[src/include/amcr_pkg.sv]
// package of offsets, reset values, field positions and carriers for the config registers
package amcr_pkg;

  localparam int ADDR_W = 6;
  localparam int DATA_W = 16;

  localparam logic [ADDR_W-1:0] MODE_ADDR = 6'h02;
  localparam logic [ADDR_W-1:0] CLOCK_ADDR = 6'h03;

  localparam logic [DATA_W-1:0] MODE_RST = 16'h0510;
  localparam logic [DATA_W-1:0] CLOCK_RST = 16'h030e;

  // mode field positions
  localparam int MODE_REG_CRC_BIT = 13;
  localparam int MODE_RX_CRC_BIT = 12;
  localparam int MODE_CRC_TYPE_BIT = 11;
  localparam int MODE_RST_FLAG_BIT = 10;
  localparam int MODE_WLEN_LSB = 8;
  localparam int MODE_TIMEOUT_BIT = 4;
  localparam int MODE_SRC_LSB = 2;
  localparam int MODE_HIZ_BIT = 1;
  localparam int MODE_FMT_BIT = 0;

  // clock field positions
  localparam int CLK_CH1_BIT = 9;
  localparam int CLK_CH0_BIT = 8;
  localparam int CLK_DIV_LSB = 6;
  localparam int CLK_TURBO_BIT = 5;
  localparam int CLK_OSR_LSB = 2;
  localparam int CLK_PWR_LSB = 0;

  // word size codes
  localparam logic [1:0] WLEN_16 = 2'h0;
  localparam logic [1:0] WLEN_24 = 2'h1;
  localparam logic [1:0] WLEN_32_PAD = 2'h2;
  localparam logic [1:0] WLEN_32_SEXT = 2'h3;

  // ready source codes
  localparam logic [1:0] SRC_LAGGING = 2'h0;
  localparam logic [1:0] SRC_OR = 2'h1;

  // power codes
  localparam logic [1:0] PWR_LOW = 2'h1;
  localparam logic [1:0] PWR_HIGH_RES = 2'h2;

  localparam logic [14:0] OSR_TURBO = 15'h0040;
  localparam logic [14:0] OSR_BASE = 15'h0080;

  // ready pulse width
  localparam int SYS_CLK_PERIOD_NS = 40;
  localparam int READY_PULSE_NS = 160;
  localparam int READY_PULSE_CYCLES =
    (READY_PULSE_NS + SYS_CLK_PERIOD_NS - 1) / SYS_CLK_PERIOD_NS;
  localparam logic [2:0] PULSE_CNT_RST = 3'h0;

  typedef struct packed {
    logic wr;
    logic rd;
    logic [ADDR_W-1:0] addr;
    logic [DATA_W-1:0] wdata;
  } amcr_req_s;

  typedef struct packed {
    logic reg_crc_en;
    logic rx_crc_en;
    logic crc_ansi;
    logic [1:0] word_size_select;
    logic pad_zero;
    logic sign_extend;
    logic timeout_en;
    logic chan1_enable;
    logic chan0_enable;
    logic [3:0] clk_div_ratio;
    logic turbo;
    logic [14:0] osr_value;
    logic [1:0] power_mode_select;
  } amcr_cfg_s;

endpackage

[src/rtl/amcr_regs.sv]
// mode and clock configuration registers with reset flag and data-ready pin driver
`timescale 1ns/1ps
module amcr_regs (
  input wire logic sys_clk, // 25 MHz clock
  input wire logic arst_n, // async reset, active low
  input wire amcr_pkg::amcr_req_s req, // register access from the command decoder
  input wire logic reset_cmd, // one-cycle pulse: reset command decoded
  input wire logic [1:0] chan_new_data, // per-channel new data available level
  output logic [15:0] rd_data_q, // read data
  output logic rd_valid_q, // read data valid pulse
  output logic reset_flag_q, // reset-occurred status indication
  output amcr_pkg::amcr_cfg_s cfg_q, // decoded configuration
  output logic [15:0] mode_q, // raw mode register
  output logic [15:0] clock_q, // raw clock register
  output logic data_ready_pin_out_q, // ready pin output level
  output logic data_ready_pin_oe_n_q // ready pin output enable, low drives
);
  import amcr_pkg::*;

  logic [1:0] rst_sync_q;
  logic rst_n;

  always_ff @(posedge sys_clk or negedge arst_n) begin
    if (!arst_n) begin
      rst_sync_q <= 2'h0;
    end else begin
      rst_sync_q <= {rst_sync_q[0], 1'b1};
    end
  end
  assign rst_n = rst_sync_q[1];

  function automatic logic [3:0] div_ratio(input logic [1:0] code);
    case (code)
      2'h0: div_ratio = 4'h2;
      2'h1: div_ratio = 4'h4;
      2'h2: div_ratio = 4'h8;
      default: div_ratio = 4'hc;
    endcase
  endfunction

  function automatic logic [14:0] osr_of(input logic turbo, input logic [2:0] code);
    if (turbo) begin
      osr_of = OSR_TURBO;
    end else begin
      osr_of = OSR_BASE << code;
    end
  endfunction

  function automatic amcr_cfg_s decode(input logic [15:0] m, input logic [15:0] c);
    amcr_cfg_s r;
    r.reg_crc_en = m[MODE_REG_CRC_BIT];
    r.rx_crc_en = m[MODE_RX_CRC_BIT];
    r.crc_ansi = m[MODE_CRC_TYPE_BIT];
    r.word_size_select = m[MODE_WLEN_LSB +: 2];
    r.pad_zero = (m[MODE_WLEN_LSB +: 2] == WLEN_32_PAD);
    r.sign_extend = (m[MODE_WLEN_LSB +: 2] == WLEN_32_SEXT);
    r.timeout_en = m[MODE_TIMEOUT_BIT];
    r.chan1_enable = c[CLK_CH1_BIT];
    r.chan0_enable = c[CLK_CH0_BIT];
    r.clk_div_ratio = div_ratio(c[CLK_DIV_LSB +: 2]);
    r.turbo = c[CLK_TURBO_BIT];
    r.osr_value = osr_of(c[CLK_TURBO_BIT], c[CLK_OSR_LSB +: 3]);
    r.power_mode_select = c[CLK_PWR_LSB +: 2];
    decode = r;
  endfunction

  // reset image of the decoded outputs, fixed at elaboration
  localparam amcr_cfg_s CFG_RST = decode(MODE_RST, CLOCK_RST);

  // register file
  logic [15:0] mode_d;
  logic [15:0] clock_d;
  logic reset_flag_d;
  logic [15:0] rd_data_d;
  logic rd_valid_d;
  amcr_cfg_s cfg_d;
  logic wr_mode;
  logic wr_clock;

  assign wr_mode = req.wr && (req.addr == MODE_ADDR);
  assign wr_clock = req.wr && (req.addr == CLOCK_ADDR);

  always_comb begin
    mode_d = mode_q;
    clock_d = clock_q;
    reset_flag_d = reset_flag_q;
    rd_valid_d = req.rd;
    rd_data_d = 16'h0000;
    if (req.rd && (req.addr == MODE_ADDR)) begin
      rd_data_d = mode_q;
    end else if (req.rd && (req.addr == CLOCK_ADDR)) begin
      rd_data_d = clock_q;
    end
    if (wr_mode) begin
      mode_d = req.wdata;
      if (!req.wdata[MODE_RST_FLAG_BIT]) begin
        reset_flag_d = 1'b0;
      end
    end
    if (wr_clock) begin
      clock_d = req.wdata;
    end
    if (reset_cmd) begin
      mode_d = MODE_RST;
      clock_d = CLOCK_RST;
      reset_flag_d = 1'b1;
    end
    cfg_d = decode(mode_d, clock_d);
  end

  always_ff @(posedge sys_clk or negedge rst_n) begin
    if (!rst_n) begin
      mode_q <= MODE_RST;
      clock_q <= CLOCK_RST;
      reset_flag_q <= 1'b1;
      rd_data_q <= 16'h0000;
      rd_valid_q <= 1'b0;
      cfg_q <= CFG_RST;
    end else begin
      mode_q <= mode_d;
      clock_q <= clock_d;
      reset_flag_q <= reset_flag_d;
      rd_data_q <= rd_data_d;
      rd_valid_q <= rd_valid_d;
      cfg_q <= cfg_d;
    end
  end

  // data-ready pin
  logic [1:0] en_mask;
  logic [1:0] pend;
  logic [1:0] lead_mask_q;
  logic [1:0] lead_mask_d;
  logic active_q;
  logic active_d;
  logic [2:0] pulse_cnt_q;
  logic [2:0] pulse_cnt_d;
  logic asserted;
  logic pin_out_d;
  logic pin_oe_n_d;

  assign en_mask = {cfg_q.chan1_enable, cfg_q.chan0_enable};
  assign pend = chan_new_data & en_mask;

  always_comb begin
    lead_mask_d = lead_mask_q;
    if (pend == 2'h0) begin
      lead_mask_d = 2'h0;
    end else if (lead_mask_q == 2'h0) begin
      lead_mask_d = pend;
    end
    case (mode_q[MODE_SRC_LSB +: 2])
      SRC_LAGGING: active_d = (en_mask != 2'h0) && (pend == en_mask);
      SRC_OR: active_d = (pend != 2'h0);
      default: active_d = ((pend & lead_mask_d) != 2'h0);
    endcase
    pulse_cnt_d = pulse_cnt_q;
    if (active_d && !active_q) begin
      pulse_cnt_d = 3'(READY_PULSE_CYCLES);
    end else if (pulse_cnt_q != 3'h0) begin
      pulse_cnt_d = pulse_cnt_q - 3'h1;
    end
    if (mode_q[MODE_FMT_BIT]) begin
      asserted = (pulse_cnt_d != 3'h0);
    end else begin
      asserted = active_d;
    end
    pin_out_d = !asserted;
    pin_oe_n_d = !asserted && mode_q[MODE_HIZ_BIT];
  end

  always_ff @(posedge sys_clk or negedge rst_n) begin
    if (!rst_n) begin
      lead_mask_q <= 2'h0;
      active_q <= 1'b0;
      pulse_cnt_q <= PULSE_CNT_RST;
      data_ready_pin_out_q <= 1'b1;
      data_ready_pin_oe_n_q <= 1'b0;
    end else begin
      lead_mask_q <= lead_mask_d;
      active_q <= active_d;
      pulse_cnt_q <= pulse_cnt_d;
      data_ready_pin_out_q <= pin_out_d;
      data_ready_pin_oe_n_q <= pin_oe_n_d;
    end
  end
endmodule

[config.mk]
export PLATFORM = sky130hd
export DESIGN_NAME = amcr_regs
export DESIGN_NICKNAME = d
export VERILOG_FILES = /design/src/include/amcr_pkg.sv /design/src/rtl/amcr_regs.sv
export SDC_FILE = /design/constraint.sdc
export NUM_CORES = 1
export LEC_CHECK = 0
export ABC_AREA = 1
export ABC_CLOCK_PERIOD_IN_PS = 4700
export BUFFER_PORTS_ARGS = -buffer_cell sky130_fd_sc_hd__buf_4
export CORE_AREA = 2 2 104 106
export CTS_CLUSTER_DIAMETER = 50
export DETAILED_ROUTE_END_ITERATION = 10
export DIE_AREA = 0 0 106 108
export GPL_TIMING_DRIVEN = 0
export PLACE_DENSITY_LB_ADDON = 0.05
export SYNTH_ARGS = -nofsm -noshare
export SYNTH_HDL_FRONTEND = slang
export SYNTH_SLANG_ARGS = --single-unit
[constraint.sdc]
create_clock -name sys_clk -period 4.7 [get_ports sys_clk]
set_input_delay 0.235 -clock sys_clk [delete_from_list [all_inputs] [get_ports sys_clk]]
set_output_delay 0.235 -clock sys_clk [all_outputs]
set_load 0.02 [all_outputs]
# ---- Word-level counts from Yosys, hierarchy flattened
# Cells that the tools add are included.
dict set report word_totals {
  regBits 92
  out_inout_bits 84
  wordCells 77
}
dict set report classes {
  add_sub_neg 1
  eq_ne 9
  shift 1
  n_mux 17
  n_bitwise 2
  n_reduce_logical 21
}
# op count
set op_table {}
lappend op_table {{2-to-1 mux 16 bit} 6}
lappend op_table {{2-to-1 mux 15 bit} 1}
lappend op_table {{<< shifter 8 x 3 -> 15 bit (first input constant)} 1}
lappend op_table {{equality test 6 x 2 -> 1 bit (second input constant)} 2}
lappend op_table {{case mux 4 bit (3 select lines)} 1}
lappend op_table {{nonzero test 2 bit} 5}
lappend op_table {{logical NOT 2 bit} 4}
lappend op_table {{logical AND 1 bit} 7}
lappend op_table {{equality test 2 bit (second input constant)} 3}
lappend op_table {{2-to-1 mux 3 bit} 2}
lappend op_table {{nonzero test 3 bit} 2}
lappend op_table {{AND 2 bit} 2}
lappend op_table {{equality test 2 x 1 -> 1 bit (second input constant)} 2}
lappend op_table {{2-to-1 mux 1 bit} 4}
lappend op_table {{2-to-1 mux 2 bit} 2}
lappend op_table {{subtractor 3 x 1 -> 3 bit (second input constant)} 1}
lappend op_table {{equality test 2 bit} 1}
lappend op_table {{logical NOT 1 bit} 2}
lappend op_table {{inequality test 2 x 1 -> 1 bit (second input constant)} 1}
lappend op_table {{case mux 1 bit (2 select lines)} 1}
lappend op_table {{AND reduction 2 bit} 1}

# ---- Depth between registers and ports, before layout
dict set report depth {
  depth_word 12
  depth_mapped 11
  mapped_depth_nobuf 10
}

# ---- Worst setup path after synthesis
# No wires, ideal clock.
dict set report synth_path {
  kind {flip-flop to flip-flop}
  start {reg pulse_cnt_q[0]}
  end {reg data_ready_pin_oe_n_q}
  setup_time_ns 0.077
  arrival_time_ns 1.313
  t_required_ns 4.623
  setup_slack_ns 3.310
  path_stages_with_launch 9
  path_buffers 0
  synth_period_minus_slack_ns 1.390
  path_cell_list {dfrtp_1 -> inv_1 -> ha_1 -> ha_1 -> nand2_1 -> o21ai_0 -> nor3_1 -> nand3_1 -> a21oi_1}
}
dict set report synth_via {
  elab_chain_cells 7
  elab_cells_between_ends 8
  classes_between {add/sub: 1; mux: 3; reduce/logical: 4}
}
# element line
set synth_lines {}
lappend synth_lines {{start, declared} amcr_regs.sv:136} ;# logic [2:0] pulse_cnt_q;
lappend synth_lines {{start signal, assigned} amcr_regs.sv:182} ;# pulse_cnt_q <= pulse_cnt_d;
lappend synth_lines {{subtractor 3 x 1 -> 3 bit or nonzero test 3 bit (tied branches)} {amcr_regs.sv:161, amcr_regs.sv:160}}
lappend synth_lines {{2-to-1 mux 3 bit (*)} amcr_regs.sv:160} ;# end else if (pulse_cnt_q != 3'h0) begin
lappend synth_lines {{2-to-1 mux 3 bit (*)} amcr_regs.sv:158} ;# if (active_d && !active_q) begin
lappend synth_lines {{nonzero test 3 bit (*)} amcr_regs.sv:164} ;# asserted = (pulse_cnt_d != 3'h0);
lappend synth_lines {{2-to-1 mux 1 bit (*)} amcr_regs.sv:163} ;# if (mode_q[MODE_FMT_BIT]) begin
lappend synth_lines {{logical NOT 1 bit (*)} amcr_regs.sv:169} ;# pin_oe_n_d = !asserted && mode_q[MODE_HIZ_BIT];
lappend synth_lines {{logical AND 1 bit (*)} amcr_regs.sv:169}
lappend synth_lines {{named net pin_oe_n_d} amcr_regs.sv:140} ;# logic pin_oe_n_d;
lappend synth_lines {{end signal, assigned} amcr_regs.sv:184} ;# data_ready_pin_oe_n_q <= pin_oe_n_d;
lappend synth_lines {{end, declared} amcr_regs.sv:16} ;# output logic data_ready_pin_oe_n_q
# Mark *: on every way through the listed nets, which the timed path passes. The rest lies on a longest branch.
# A chain may end at the register's enable or synchronous reset.

# ---- Worst setup path after layout
# Ends and elaborated chain as after synthesis.

==> run metrics <==
Max-Cap Viols 0; total of cells resized after clock tree synthesis 0; Multi-input gate area 832 um2; initial core utilization 0.297; global-route wire length before repair ~13000 um; RR Startpoint pulse_cnt_q[0]; Total GRT Usage 0.150; Tightest Pin Transition about 690 ps; routability cong. 0.707; Final WS setup 3180 ps; Post-Synth XOR/XNOR Area 0.00289; WL per Instance 14.3 um; biggest area consumer among synthesized cells dfrtp_1; number of fill cells approximately 1k; post-synthesis cell count 311; endpoint class of the critical path flip-flop; Worst Hold Launch req[22]; vias per std cell 4.33; NumNets Final between 400 and 500; worst hold slack approximately 34 ps; Yosys warnings 0; Tmin final 1520 ps; crit path DAT between 1500 and 2000 ps; Yosys cell types 28; crit start category flip-flop; FMAX 659 MHz; total gr overflow 0; Reg2Reg Depth 8; first-pass detailed-route iteration total 4; RSZ-0062 raised after global routing no; Site Rows 37; TritonCTS clock tree done; Slew headroom 0.538; run status completed; Post-Place Worst Slack 2880 ps; RR Endpoint data_ready_pin_oe_n_q; CP Class flip-flop to flip-flop; complex-gate fraction of the synthesized area 0.106; largest family of logic cells by synthesized area simple AND/OR/NAND/NOR gates; vias in the first global route around 2.5k; Max IR drop VDD 0.115 mV; Final ANT Viol Nets 0; Synth top area share 0.495; Die H 108 um; Syn Std Cell Area approximately 3000 um2; Die X 106 um; Num CTS Buffers 9; Reg2Reg Setup Slack 3180 ps; H-tree Lvls 3; LEAKAGE ~2.3 nW; I/O Pins 113; register bit total from synthesis roughly 70; dpl cell area 4050 um2; post-synthesis mux area share 0; Crit Path Max Fanout 3; clk root buf clkbuf_8; Syn Area/Cell 9.76 um2; setup TNS 0 ps; Seq/Total Area, Yosys 0.599; vias 2488; Synth Area in Adders 0.0124; simple logic cell fraction of the synthesized area 0.144; worst min-delay path class input pin to flip-flop; Tot Pwr 0.00128 W; hpwl dp around 5900 um; Port Buf Inserts 105; cell area after layout 4240 um2; clk slew on worst S/H paths 80 ps; clock skew 7.23 ps; endpoints failing hold 0; layout cells sized above 1 0.405; DRC errors left 0; Diodes inserted 0; initial antenna violation count 0; hold endpoint rd_valid_q; setup violators final 0; pwr dens 302 nW/um2; Slew Viols, Final 0; largest cells by area after synthesis dfrtp_1 (49%), dfstp_2 (10%), inv_1 (6.8%); initial drt markers 78; Clk Latency, worst-skew pair approximately 340 ps; CP Data Required Time 4960 ps; Post-Route WL around 8200 um; DIE AREA between 10000 and 15000 um2; Hold Path Stages 1; pin count of the biggest net entering global routing 49; area grow syn2layout 39.8%; CORE AREA 10200 um2; crit share post-route 0.323; clk sink count 72; Register Area 1820 um2; Max Root-Sink Buffers 2
-- area by class of cell --
| class | count | area share |
|---|---|---|
| Buffer | 25 | 0.0431 |
| Clock buffer | 9 | 0.0292 |
| Clock inverter | 6 | 0.0145 |
| Inverter | 60 | 0.0531 |
| Multi-Input combinational cell | 160 | 0.196 |
| Sequential cell | 72 | 0.429 |
| Tap cell | 136 | 0.0401 |
| Timing Repair Buffer | 107 | 0.195 |
-- kinds of logic (layout without fill, tap and decap cells) --
kind of cell	count (synthesis)	after routing
buf+inv	85	207
simple gates	96	96
xor+xnor	1	1
compound gates	52	52
flops	72	72
fa+ha+maj	3	3
other cells	2	8
-- worst max path at each step --
stage,start,end,cells after the start
floorplan,rst_sync_q[1],active_q,0
global placement,rst_sync_q[1],pulse_cnt_q[2],0
detailed placement,req[21],rd_data_q[8],5
CTS,pulse_cnt_q[0],data_ready_pin_oe_n_q,8
global route,pulse_cnt_q[0],data_ready_pin_oe_n_q,8
finish,pulse_cnt_q[0],data_ready_pin_oe_n_q,8
-- state kept, by name, indices dropped and copies added, names as in the netlist --
name	flops
reset_flag_q	1
cfg_q	15
rd_data_q	16
data_ready_pin_oe_n_q	1
data_ready_pin_out_q	1
rst_sync_q	2
clock_q	14
rd_valid_q	1
lead_mask_q	2
active_q	1
pulse_cnt_q	3
mode_q	15
-- metrics by stage --
stage | instances | util
detailed placement | 559 | 0.396
finish | 575 | 0.415
CTS | 575 | 0.415
global placement | 558 | 0.392
floorplan | 317 | -
global route | 575 | 0.415
-- layout by cell type, fill, tap and decap left out, types with 3 or more instances in the layout --
master | Yosys | routed
o22ai_1 | 31 | 31
nand2_1 | 54 | 54
nand2_2 | 4 | 4
inv_2 | 5 | 5
conb_1 | 2 | 8
o21ai_0 | 9 | 9
nor2_1 | 21 | 21
clkbuf_8 | 0 | 9
o21ai_2 | 3 | 3
a21oi_1 | 5 | 5
dfstp_2 | 12 | 12
inv_1 | 55 | 55
clkinv_2 | 0 | 3
nand3_2 | 3 | 3
ha_1 | 3 | 3
nand3_1 | 8 | 8
buf_4 | 21 | 126
dfrtp_1 | 60 | 59
-- layer usage --
layer  share of wire  global-route usage
met1            0.46               0.202
met5               0                   0
met2            0.46               0.233
met4           0.012              0.0592
met3           0.067              0.0356
-- cells in the mapped netlist (all sizes together) --
library cell	instances
conb	2
buf	24
o21ai	12
ha	3
o31ai	1
a21oi	5
xnor2	1
dfrtp	60
dfstp	12
nor2	24
nor3	2
a21o	1
inv	60
nand3	11
o22ai	31
nand2	59
a22oi	2
clkbuf	1
-- worst max-delay path, stage by stage (launching register included) --
cell and delay [ps]:
dfrtp_1 360, inv_1 50, ha_1 200, ha_1 220
nand2_1 80, o21ai_0 100, nor3_1 180, nand3_1 120
a21oi_1 140
-- power by group --
group / internal (W) / total, W / switching, W / leakage (nW)
Sequential: 0.000642 / 0.000657 / 0.0000146 / 0.945
Combinational: 0.0000628 / 0.000149 / 0.0000857 / 1.25
Clock: 0.000240 / 0.000476 / 0.000236 / 0.0948
Total: 0.000945 / 0.00128 / 0.000336 / 2.29
-- what timing repair did --
action | CTS | global route
endpoints found under the hold margin | 2 | 0
setup buffers | 0 | 0
hold buffers | 1 | 0
(Power assumes the default switching activity.)
